--- config.mk ---
export PLATFORM = sky130hd
export DESIGN_NAME = mscfg_bank
export DESIGN_NICKNAME = d
export VERILOG_FILES = /design/src/common/mscfg_pkg.sv /design/src/design/mscfg_bank.sv /design/src/design/mscfg_rate_lut.sv
export SDC_FILE = /design/constraint.sdc
export NUM_CORES = 1
export LEC_CHECK = 0
export BUFFER_PORTS_ARGS = -buffer_cell sky130_fd_sc_hd__buf_2
export CORE_AREA = 3 3 94 132
export CTS_BUF_LIST = sky130_fd_sc_hd__clkbuf_8 sky130_fd_sc_hd__clkbuf_16
export CTS_CLUSTER_SIZE = 20
export DETAILED_ROUTE_END_ITERATION = 12
export DIE_AREA = 0 0 97 135
export PLACE_DENSITY_LB_ADDON = 0.3
export SETUP_SLACK_MARGIN = 0.1
export SLEW_MARGIN = 10
export SYNTH_ARGS = -nofsm -noshare
export SYNTH_HDL_FRONTEND = slang
export SYNTH_SLANG_ARGS = --single-unit
--- constraint.sdc ---
create_clock -name clk_sys -period 5.2 [get_ports clk_sys]
set_input_delay 1.04 -clock clk_sys [delete_from_list [all_inputs] [get_ports clk_sys]]
set_output_delay 1.04 -clock clk_sys [all_outputs]
set_load 0.02 [all_outputs]
--- src/common/mscfg_pkg.sv ---
/*
  Package for the motor start-up and closed-loop configuration bank.
  Holds register offsets, field positions, reset values, the no-limit and
  first reserved codes, and the packed structs that carry decoded settings.
  Assumes a single 40 MHz system clock and a simple strobed register port.
*/
package mscfg_pkg;

  // Register byte offsets.
  localparam logic [7:0] OFS_STARTUP = 8'h86;
  localparam logic [7:0] OFS_CLOSED1 = 8'h88;

  // Reset values.
  localparam logic [31:0] RST_STARTUP = 32'h00000000;
  localparam logic [31:0] RST_CLOSED1 = 32'h00000000;

  // Start-up register field positions.
  localparam int ALIGN_LSB = 8;
  localparam int SPIN_LSB  = 4;
  localparam int RSRC_BIT  = 3;
  localparam int RAMP_LSB  = 0;

  // Closed-loop register field positions.
  localparam int OVM_BIT   = 30;
  localparam int RISE_LSB  = 25;
  localparam int FSRC_BIT  = 24;
  localparam int FALL_LSB  = 19;
  localparam int SURGE_BIT = 3;

  // Rate code that removes the speed change limit.
  localparam logic [4:0] RATE_NO_LIMIT = 5'h1F;

  // First reserved alignment code.
  localparam logic [4:0] ALIGN_RSVD_MIN = 5'h1D;

  // Decoded start-up settings.
  typedef struct packed {
    logic [8:0]  align_deg;
    logic        align_valid;
    logic [9:0]  spin_pct_x10;
    logic [9:0]  first_pct_x10;
    logic [7:0]  ramp_mdeg_x10;
  } mscfg_start_t;

  // Decoded closed-loop settings.
  typedef struct packed {
    logic        overmod_en;
    logic [16:0] rise_hz_x2;
    logic        rise_unlimited;
    logic [16:0] fall_hz_x2;
    logic        fall_unlimited;
  } mscfg_loop_t;

endpackage

--- src/design/mscfg_bank.sv ---
/*
  Configuration bank for start-up angle and closed-loop speed settings of a
  sensorless motor controller, with decoders that present the settings to
  the control core as packed structs.
  Assumes a strobed register port on clk_sys; read data the cycle after.
*/
// The implementer's own choice: the plain strobed port.
// Summary of operation
// Alignment code in bits 12-8 maps to 0..350 deg; 1Dh-1Fh are reserved.
// Spin rate code in bits 7-4 maps to 1% up to 50% of top speed.
// First open-loop cycle runs at 0 Hz unless bit 3 selects spin rate.
// Angle merge ramp rate in bits 2-0 runs from 0.01 to 2 deg/ms.
// Closed-loop register sits at 88h and resets to all zeros.
// Bit 30 of the closed-loop register turns overdrive modulation on.
// Speed rise is limited by the rate code in bits 29-25.
// Bit 24 clear uses the fall rate field, set reuses the rise rate.
// Fall rate field is used only with surge guard off and bit 24 clear.
// Reserved bits are stored and read back with no effect.
`timescale 1ns/10ps
module mscfg_bank
(
  // Clock and reset.
  input  wire logic                  clk_sys,
  input  wire logic                  nrst,
  // Register port.
  input  wire logic [7:0]            addr,
  input  wire logic [31:0]           wdata,
  input  wire logic                  wr_stb,
  input  wire logic                  rd_stb,
  output logic      [31:0]           rdata,
  // Decoded settings towards the control core.
  output mscfg_pkg::mscfg_start_t    start_cfg,
  output mscfg_pkg::mscfg_loop_t     loop_cfg
);

  logic [31:0] startup_r;
  logic [31:0] closed1_r;
  logic [31:0] rdata_r;
  logic [4:0]  align_code;
  logic [3:0]  spin_code;
  logic [2:0]  ramp_code;
  logic [4:0]  rise_code;
  logic [4:0]  fall_code;
  logic [4:0]  decel_code;
  logic [16:0] rise_rate;
  logic        rise_unl;
  logic [16:0] fall_rate;
  logic        fall_unl;
  logic        surge_on;

  // Alignment angle table in degrees; reserved codes report zero.
  function automatic logic [8:0] align_deg_f(input logic [4:0] c);
    unique case (c)
      5'h00: align_deg_f = 9'h000;
      5'h01: align_deg_f = 9'h00A;
      5'h02: align_deg_f = 9'h014;
      5'h03: align_deg_f = 9'h01E;
      5'h04: align_deg_f = 9'h02D;
      5'h05: align_deg_f = 9'h03C;
      5'h06: align_deg_f = 9'h046;
      5'h07: align_deg_f = 9'h050;
      5'h08: align_deg_f = 9'h05A;
      5'h09: align_deg_f = 9'h06E;
      5'h0A: align_deg_f = 9'h078;
      5'h0B: align_deg_f = 9'h087;
      5'h0C: align_deg_f = 9'h096;
      5'h0D: align_deg_f = 9'h0A0;
      5'h0E: align_deg_f = 9'h0AA;
      5'h0F: align_deg_f = 9'h0B4;
      5'h10: align_deg_f = 9'h0BE;
      5'h11: align_deg_f = 9'h0D2;
      5'h12: align_deg_f = 9'h0E1;
      5'h13: align_deg_f = 9'h0F0;
      5'h14: align_deg_f = 9'h0FA;
      5'h15: align_deg_f = 9'h104;
      5'h16: align_deg_f = 9'h10E;
      5'h17: align_deg_f = 9'h118;
      5'h18: align_deg_f = 9'h122;
      5'h19: align_deg_f = 9'h13B;
      5'h1A: align_deg_f = 9'h14A;
      5'h1B: align_deg_f = 9'h154;
      5'h1C: align_deg_f = 9'h15E;
      default: align_deg_f = 9'h000;
    endcase
  endfunction

  // Spin rate table in tenths of a percent of top speed.
  function automatic logic [9:0] spin_pct_f(input logic [3:0] c);
    unique case (c)
      4'h0: spin_pct_f = 10'h00A;
      4'h1: spin_pct_f = 10'h014;
      4'h2: spin_pct_f = 10'h01E;
      4'h3: spin_pct_f = 10'h032;
      4'h4: spin_pct_f = 10'h04B;
      4'h5: spin_pct_f = 10'h064;
      4'h6: spin_pct_f = 10'h07D;
      4'h7: spin_pct_f = 10'h096;
      4'h8: spin_pct_f = 10'h0AF;
      4'h9: spin_pct_f = 10'h0C8;
      4'hA: spin_pct_f = 10'h0FA;
      4'hB: spin_pct_f = 10'h12C;
      4'hC: spin_pct_f = 10'h15E;
      4'hD: spin_pct_f = 10'h190;
      4'hE: spin_pct_f = 10'h1C2;
      4'hF: spin_pct_f = 10'h1F4;
    endcase
  endfunction

  // Ramp table in units of 0.01 deg/ms.
  function automatic logic [7:0] ramp_f(input logic [2:0] c);
    unique case (c)
      3'h0: ramp_f = 8'h01;
      3'h1: ramp_f = 8'h05;
      3'h2: ramp_f = 8'h0A;
      3'h3: ramp_f = 8'h0F;
      3'h4: ramp_f = 8'h14;
      3'h5: ramp_f = 8'h32;
      3'h6: ramp_f = 8'h64;
      3'h7: ramp_f = 8'hC8;
    endcase
  endfunction

  // Start-up register; every bit is stored, reserved ones included.
  always_ff @(posedge clk_sys or negedge nrst)
  begin
    if (!nrst)
      startup_r <= mscfg_pkg::RST_STARTUP;
    else if (wr_stb && addr == mscfg_pkg::OFS_STARTUP)
      startup_r <= wdata;
  end

  // Closed-loop register at its fixed offset, cleared by reset.
  always_ff @(posedge clk_sys or negedge nrst)
  begin
    if (!nrst)
      closed1_r <= mscfg_pkg::RST_CLOSED1;
    else if (wr_stb && addr == mscfg_pkg::OFS_CLOSED1)
      closed1_r <= wdata;
  end

  // Read data for the cycle after the strobe; unmapped offsets read zero.
  always_ff @(posedge clk_sys or negedge nrst)
  begin
    if (!nrst)
      rdata_r <= 32'h00000000;
    else if (rd_stb)
    begin
      unique case (addr)
        mscfg_pkg::OFS_STARTUP: rdata_r <= startup_r;
        mscfg_pkg::OFS_CLOSED1: rdata_r <= closed1_r;
        default:                rdata_r <= 32'h00000000;
      endcase
    end
    else
      rdata_r <= 32'h00000000;
  end

  assign rdata = rdata_r;

  // Field slices.
  assign align_code = startup_r[mscfg_pkg::ALIGN_LSB +: 5];
  assign spin_code  = startup_r[mscfg_pkg::SPIN_LSB +: 4];
  assign ramp_code  = startup_r[mscfg_pkg::RAMP_LSB +: 3];
  assign rise_code  = closed1_r[mscfg_pkg::RISE_LSB +: 5];
  assign fall_code  = closed1_r[mscfg_pkg::FALL_LSB +: 5];
  assign surge_on   = closed1_r[mscfg_pkg::SURGE_BIT];

  // Deceleration source: the separate field only when it is selected and
  // surge guard leaves the fall rate to software.
  always_comb
  begin
    if (!closed1_r[mscfg_pkg::FSRC_BIT] && !surge_on)
      decel_code = fall_code;
    else
      decel_code = rise_code;
  end

  // Shared rate table for rise and fall limits.
  mscfg_rate_lut u_rise_lut
  (
    .code      (rise_code),
    .rate_x2   (rise_rate),
    .unlimited (rise_unl)
  );

  mscfg_rate_lut u_fall_lut
  (
    .code      (decel_code),
    .rate_x2   (fall_rate),
    .unlimited (fall_unl)
  );

  // Start-up settings towards the core; the first cycle is held at zero
  // unless the source bit picks the spin rate.
  always_comb
  begin
    start_cfg.align_deg     = align_deg_f(align_code);
    start_cfg.align_valid   =
      (align_code < mscfg_pkg::ALIGN_RSVD_MIN);
    start_cfg.spin_pct_x10  = spin_pct_f(spin_code);
    start_cfg.first_pct_x10 = startup_r[mscfg_pkg::RSRC_BIT] ?
      spin_pct_f(spin_code) : 10'h000;
    start_cfg.ramp_mdeg_x10 = ramp_f(ramp_code);
  end

  // Closed-loop settings towards the core.
  always_comb
  begin
    loop_cfg.overmod_en     = closed1_r[mscfg_pkg::OVM_BIT];
    loop_cfg.rise_hz_x2     = rise_rate;
    loop_cfg.rise_unlimited = rise_unl;
    loop_cfg.fall_hz_x2     = fall_rate;
    loop_cfg.fall_unlimited = fall_unl;
  end

  // Checks. The tables are spot-checked at their end points only;
  // repeating every entry here would only copy the functions
  // above and catch nothing that they miss.
  reset_zero_a: assert property (
    @(posedge clk_sys)
    $rose(nrst) |-> closed1_r == 32'h00000000)
    else $error("closed-loop register not zero after reset");

  offset_write_a: assert property (
    @(posedge clk_sys) disable iff (!nrst)
    wr_stb && addr == mscfg_pkg::OFS_CLOSED1 |=> closed1_r == $past(wdata))
    else $error("closed-loop write at its offset not stored");

  unmapped_keep_a: assert property (
    @(posedge clk_sys) disable iff (!nrst)
    wr_stb && addr != mscfg_pkg::OFS_CLOSED1 |=> $stable(closed1_r))
    else $error("closed-loop register changed by another offset");

  write_read_a: assert property (
    @(posedge clk_sys) disable iff (!nrst)
    wr_stb && addr == mscfg_pkg::OFS_CLOSED1 ##1
    rd_stb && addr == mscfg_pkg::OFS_CLOSED1 && !wr_stb
    |=> rdata == $past(wdata, 2))
    else $error("closed-loop readback mismatch");

  startup_store_a: assert property (
    @(posedge clk_sys) disable iff (!nrst)
    wr_stb && addr == mscfg_pkg::OFS_STARTUP |=> startup_r == $past(wdata))
    else $error("start-up write not stored whole");

  read_idle_a: assert property (
    @(posedge clk_sys) disable iff (!nrst)
    !rd_stb |=> rdata == 32'h00000000)
    else $error("read data not cleared after the read cycle");

  overmod_follow_a: assert property (
    @(posedge clk_sys) disable iff (!nrst)
    wr_stb && addr == mscfg_pkg::OFS_CLOSED1
    |=> loop_cfg.overmod_en == $past(wdata[mscfg_pkg::OVM_BIT]))
    else $error("overmodulation enable not taken");

  first_zero_a: assert property (
    @(posedge clk_sys) disable iff (!nrst)
    !startup_r[mscfg_pkg::RSRC_BIT] |-> start_cfg.first_pct_x10 == 10'h000)
    else $error("first cycle not held at zero");

  first_spin_a: assert property (
    @(posedge clk_sys) disable iff (!nrst)
    startup_r[mscfg_pkg::RSRC_BIT]
    |-> start_cfg.first_pct_x10 == start_cfg.spin_pct_x10)
    else $error("first cycle not spin rate");

  align_rsvd_a: assert property (
    @(posedge clk_sys) disable iff (!nrst)
    align_code >= mscfg_pkg::ALIGN_RSVD_MIN
    |-> !start_cfg.align_valid && start_cfg.align_deg == 9'h000)
    else $error("reserved align code reported valid");

  align_top_a: assert property (
    @(posedge clk_sys) disable iff (!nrst)
    align_code == 5'h1C |-> start_cfg.align_deg == 9'h15E)
    else $error("top alignment angle wrong");

  spin_span_a: assert property (
    @(posedge clk_sys) disable iff (!nrst)
    (spin_code == 4'hF |-> start_cfg.spin_pct_x10 == 10'h1F4) and
    (spin_code == 4'h0 |-> start_cfg.spin_pct_x10 == 10'h00A))
    else $error("spin rate end points wrong");

  ramp_span_a: assert property (
    @(posedge clk_sys) disable iff (!nrst)
    (ramp_code == 3'h7 |-> start_cfg.ramp_mdeg_x10 == 8'hC8) and
    (ramp_code == 3'h0 |-> start_cfg.ramp_mdeg_x10 == 8'h01))
    else $error("ramp rate end points wrong");

  rise_floor_a: assert property (
    @(posedge clk_sys) disable iff (!nrst)
    rise_code == 5'h00 |-> loop_cfg.rise_hz_x2 == 17'h00001)
    else $error("rise rate floor wrong");

  rise_open_a: assert property (
    @(posedge clk_sys) disable iff (!nrst)
    loop_cfg.rise_unlimited == (rise_code == mscfg_pkg::RATE_NO_LIMIT))
    else $error("rise limit removal wrong");

  fall_reuse_a: assert property (
    @(posedge clk_sys) disable iff (!nrst)
    closed1_r[mscfg_pkg::FSRC_BIT]
    |-> loop_cfg.fall_hz_x2 == loop_cfg.rise_hz_x2)
    else $error("fall rate not reusing rise rate");

  surge_reuse_a: assert property (
    @(posedge clk_sys) disable iff (!nrst)
    surge_on |-> loop_cfg.fall_hz_x2 == loop_cfg.rise_hz_x2)
    else $error("fall field used while surge guard is on");

  fall_sep_a: assert property (
    @(posedge clk_sys) disable iff (!nrst)
    !closed1_r[mscfg_pkg::FSRC_BIT] && !surge_on
    && fall_code == mscfg_pkg::RATE_NO_LIMIT
    |-> loop_cfg.fall_unlimited)
    else $error("separate fall rate not used");

endmodule // mscfg_bank

--- src/design/mscfg_rate_lut.sv ---
/*
  Rate decoder: turns a 5-bit speed change rate code into half-hertz per
  second units.
  Assumes a purely combinational use inside the configuration bank.
*/
`timescale 1ns/10ps
module mscfg_rate_lut
(
  // Code in.
  input  wire logic [4:0]  code,
  // Rate out, in 0.5 Hz/s units, and the no-limit flag.
  output logic      [16:0] rate_x2,
  output logic             unlimited
);

  // Table of rates; top code means no limit at all.
  always_comb
  begin
    unlimited = 1'b0;
    unique case (code)
      5'h00: rate_x2 = 17'h00001;
      5'h01: rate_x2 = 17'h00002;
      5'h02: rate_x2 = 17'h00005;
      5'h03: rate_x2 = 17'h0000A;
      5'h04: rate_x2 = 17'h0000F;
      5'h05: rate_x2 = 17'h00014;
      5'h06: rate_x2 = 17'h00028;
      5'h07: rate_x2 = 17'h00050;
      5'h08: rate_x2 = 17'h00078;
      5'h09: rate_x2 = 17'h000A0;
      5'h0A: rate_x2 = 17'h000C8;
      5'h0B: rate_x2 = 17'h00190;
      5'h0C: rate_x2 = 17'h00258;
      5'h0D: rate_x2 = 17'h00320;
      5'h0E: rate_x2 = 17'h003E8;
      5'h0F: rate_x2 = 17'h004B0;
      5'h10: rate_x2 = 17'h00578;
      5'h11: rate_x2 = 17'h00640;
      5'h12: rate_x2 = 17'h00708;
      5'h13: rate_x2 = 17'h007D0;
      5'h14: rate_x2 = 17'h00FA0;
      5'h15: rate_x2 = 17'h01F40;
      5'h16: rate_x2 = 17'h02EE0;
      5'h17: rate_x2 = 17'h03E80;
      5'h18: rate_x2 = 17'h04E20;
      5'h19: rate_x2 = 17'h09C40;
      5'h1A: rate_x2 = 17'h0EA60;
      5'h1B: rate_x2 = 17'h13880;
      5'h1C: rate_x2 = 17'h186A0;
      5'h1D: rate_x2 = 17'h1D4C0;
      5'h1E: rate_x2 = 17'h1FFFF;
      5'h1F:
      begin
        rate_x2   = 17'h1FFFF;
        unlimited = 1'b1;
      end
    endcase
  end

endmodule // mscfg_rate_lut
== Yosys cells after proc, flatten, opt, wreduce, memory -nomap -nowiden ==
Memory sizes are Yosys's and may differ from the RTL's.
Index checks and enable logic that the tools add are counted.
Operators by class
  magnitude comparators: 1
  equality and inequality tests: 64
  reduce and logical (&&, ||, !) cells: 9
  mux-type cells: 8
Operators with widths (number)
  $pmux W17 S31: 2
  $eq A5 B5 Y1 const B: 32
  $eq A5 B4 Y1 const B: 16
  $pmux W32 S2: 1
  $eq A5 B3 Y1 const B: 8
  $mux W32: 1
  $eq A5 B2 Y1 const B: 4
  $eq A8 B8 Y1 const B: 2
  $eq A5 B1 Y1 const B: 2
  $logic_not A5 Y1: 2
  $mux W10: 1
  $lt A5 B5 Y1 const B: 1
  $mux W5: 1
  $reduce_or A2 Y1: 2
  $logic_and A1 B1 Y1: 3
  $logic_not A1 Y1: 2
  $mux W1: 2
Storage, ports and cells
  logic and storage cells: 89
  register bits: 96
  memories kept: 4
  bits in read-only memories: 640
  input port bits: 44
Memory list
  (no name shown): words 32, bits a word 9, read ports 1, clocked after memory_dff 0, write ports 0, line mscfg_bank.sv:53  | unique case (c)
  (no name shown): words 16, bits a word 9, read ports 1, clocked after memory_dff 0, write ports 0, line mscfg_bank.sv:89  | unique case (c)
  (no name shown): words 16, bits a word 9, read ports 1, clocked after memory_dff 0, write ports 0, line mscfg_bank.sv:89
  (no name shown): words 8, bits a word 8, read ports 1, clocked after memory_dff 0, write ports 0, line mscfg_bank.sv:111  | unique case (c)

== Logic depth before layout (Yosys ltp) ==
  word-level depth: 6
  depth in mapped cells: 8

== Cells and area by module ==
A second synthesis with hierarchy kept.
Second synthesis, totals
  cells, all modules: 554
  area total of the unflattened synthesis: 5790.6 µm²
Modules (own cells, without submodules)
  mscfg_bank: cells an instance 400, area an instance 4919.7 µm², times used 1
  mscfg_rate_lut: cells an instance 77, area an instance 435.4 µm², times used 2

== Worst setup path before layout ==
Ideal clock, no wire load.
  kind: flip-flop to output port
  start: register closed1_r[24]
  end: output loop_cfg[10] (netlist name)
  slack: 2.125 ns
  data arrival time: 2.035 ns
  buffers on the path: 2
  stages on the path, launching flop included: 8
  required time: 4.160 ns
  cells stage by stage: dfrtp_1 -> or2_1 -> buf_6 -> buf_6 -> mux2_4 -> nand2_2 -> a21oi_1 -> a311oi_1
RTL lines
  start, declared: line mscfg_bank.sv:37  | logic [31:0] closed1_r;
  start signal, assigned: line mscfg_bank.sv:136  | closed1_r <= mscfg_pkg::RST_CLOSED1;
  start signal, assigned: line mscfg_bank.sv:138  | closed1_r <= wdata;
  end, declared: line mscfg_bank.sv:33  | output mscfg_pkg::mscfg_loop_t loop_cfg

==> flow_summary.toml <==
[run_status]
status = "finished clean"

[synthesis]
synth-edff-count = 0
synthFlopType = "dfrtp_1"
synthSimpleGateAreaFrac_pct = 16.18
yosys_warnings = 0
synth_cell_types = 57
ys_ff_latch = 96
synthesis.instances = 582
synth_xor_area_share_pct = 0.7781
synth_compound_area_share_pct = 16.14
async_flop_share_pct = 100.0
synthMuxAreaShare_pct = 16.21
synth_top_family_by_area = "multiplexers"
synth-adder-area-share_pct = 2.890
netlist_area_sq_mm = 0.005628
ys_seq_area_share_pct = 42.69
syn_area_per_cell_sq_um = 9.670

[power]
intPower_mw = 1.214
p_sw_mw = 0.5033
p_comb_share_pct = 16.2
ir_worst_vdd_mv = 0.1635
clkPwrFrac_pct = 36.6
swShare_pct = 29.30
p_leak_nw = 3.279
power_frac_seq_pct = 47.2
cellPowerDensity_mw_per_mm2 = 258.2

[global_routing]
grt_first_pass_wirelength_mm = 23.12
grt_pass1_vias = 4748
antenna_found_initial = 1
grt_use_total_pct = 21.43
top_usage_layer = "met2"
grt_max_degree = 52
grt_overflow_total = 0
global_route.usage.met1_pct = 25.30
grtUsageMet3_pct = 5.168
grtUsageMet2_pct = 38.17

[sta]
setup_viol = 0
hold_viol_final = 0
maxSlewViolCount = 0
fmax_mhz = 255.3
timing.slew.headroom_pct = 36.31
layout_min_cycle_time_ns = 3.917
fin_worst_skew_ns = 0.008152
tns_ns = 0
period_share_pct = 75.33
worstMarginPinSlew_ns = 0.9543
rsz0062_at_grt = "false"

[die]
dieHeight_microns = 135
dieArea_sq_mm = 0.01310
start_util_pct = 49.64
row_count = 46
core-area_sq_mm = 0.01134
boundaryPins = 151
die_w_microns = 97

[drt]
wl_mm = 14.22
wl_per_cell_microns = 16.85
antenna_left = 0
via_per_inst = 5.693
via_count = 4805
dr.first_iter.drc_count = 285
first_pass_iters = 5
drc = 0

[cts]
cts.clk_slew.worst_paths_ns = 0.07
clk_latency_ns = 0.34
postCtsSetupRepairBufs = 0
cts-root-buf = "clkbuf_16"
cts_buffers = 9
cts_tree = "yes"
post_cts_resized = 0
cts_sinks = 96
h-tree-depth = 3
hold_buffers = 0
clockBufferDepth = 2

[worst_setup_path]
r2r-start = "startup_r[11]"
cp.arrival_ns = 2.88
crit_start = "closed1_r[24]"
r2r_slack_ns = 3.89
end_kind = "primary output"
path_class = "reg2out"
start_kind = "register"
crit_path_max_fanout = 14
required_ns = 4.16

[placed_design]
globalplace.congestion = 0.9114
portBuffers = 148
dp_hpwl_mm = 9.992
placed_cells = 828

[cells_and_area]
synthToLayoutAreaGrowth_pct = 18.23
n_antenna_cell = 0
nFillCells = 997
layout_commonest_cell = "buf_2"
drive_gt1_share_pct = 35.57
num-nets-final = 752
final_cell_mix = "buf_2 (147), dfrtp_1 (96), mux2_2 (65), nor2_1 (50), nor2b_1 (40)"
finalNonFillerCells = 844

[hold_path]
hp-start = "closed1_r[9]"
hp-class = "reg2reg"

[job]
maxCapViolations = 0
[kinds of logic after synthesis]
group	after synthesis
AND/OR/NAND/NOR	181
adder cells (fa/ha/maj)	13
AO/OA/AOI/OAI	141
multiplexers	79
other	1
buffers and inverters	66
flip-flops	96
XOR/XNOR	5
[sequential cells by signal (all words and copies together) (netlist names)]
register	flops
closed1_r	32
rdata	32
startup_r	32
[worst max-delay path, stage by stage (launching register included)]
cell,delay [ns]
dfrtp_1,0.46
or2_1,0.65
mux2i_1,0.16
buf_4,0.22
or4_1,0.53
nor3b_1,0.18
o221ai_2,0.15
buf_2,0.19
[worst paths after layout]
path / to / cells past startpoint
max in group asynchronous: closed1_r[31] / 2
worst min register to register: closed1_r[9] / 1
worst max register to register: rdata[11] / 2
worst max-delay path: loop_cfg[7] / 7
worst min-delay path: closed1_r[9] / 1
min in group asynchronous: rdata[5] / 1
[per-layer routing]
metal / up-vias / share of wire, %
met5: - / 0.049
met4: 2 / 1.3
met3: 18 / 7.0
met2: 183 / 52
met1: 2322 / 40
li1: 2280 / -
[power groups by stage]
stage | clock network, mW | logic (mW) | registers (mW)
2_1_floorplan | 0 | 0.208 | 0.798
3_3_place_gp | 0 | 0.273 | 0.823
3_5_place_dp | 0 | 0.278 | 0.825
4_1_cts | 0.649 | 0.279 | 0.810
5_1_grt | 0.671 | 0.304 | 0.816
6_report | 0.629 | 0.277 | 0.811
[stage by stage]
step                      power (mW)  instance area, sq um  setup WS, ns  hold slack [ns]  utilization, %
final                          1.718                  6654         1.283           0.5045           58.68
after floorplan                1.006                  5632         2.125           0.4799               -
after global routing           1.792                  6654         1.165           0.5194           58.68
after CTS                      1.738                  6654         1.301           0.5086           58.68
after detailed placement       1.102                  6366         1.669           0.4933           56.15
after global placement         1.095                  6366         1.767           0.4874           56.15
[synth_stat cells (all sizes together), types with 2 or more instances]
cell | instances | area (sq um)
o31ai | 2 | 15.01
xor2 | 2 | 17.52
nand4 | 3 | 18.77
mux2 | 69 | 792.0
o2111ai | 2 | 17.52
a311oi | 3 | 26.28
buf | 13 | 85.08
xnor2 | 3 | 26.28
dfrtp | 96 | 2402
nor2b | 40 | 250.2
o31a | 2 | 17.52
nor4 | 3 | 18.77
a31o | 2 | 17.52
mux2i | 10 | 120.1
a21oi | 34 | 173.9
nor3 | 11 | 55.05
a211oi | 3 | 22.52
o22ai | 5 | 31.28
ha | 13 | 162.7
and2 | 15 | 93.84
nand2b | 5 | 31.28
a31oi | 5 | 31.28
or2 | 3 | 18.77
nor4b | 2 | 17.52
clkbuf | 39 | 146.4
inv | 14 | 52.55
o211ai | 4 | 30.03
a221oi | 4 | 35.03
nor2 | 50 | 187.7
nand2 | 38 | 145.1
nand3 | 3 | 15.01
o21ai | 35 | 175.2
a22oi | 33 | 247.7
nor3b | 3 | 22.52
[area by class of cell]
class / instances / area, sq um / area share (%)
Tap cell: 144 / 180.2 / 2.708
Sequential cell: 96 / 2402 / 36.10
Clock buffer: 9 / 225.2 / 3.385
Clock inverter: 7 / 62.56 / 0.9402
Timing Repair Buffer: 153 / 780.7 / 11.73
Inverter: 14 / 52.55 / 0.7898
Multi-Input combinational cell: 421 / 2950 / 44.34
(Power assumes the default switching activity.)
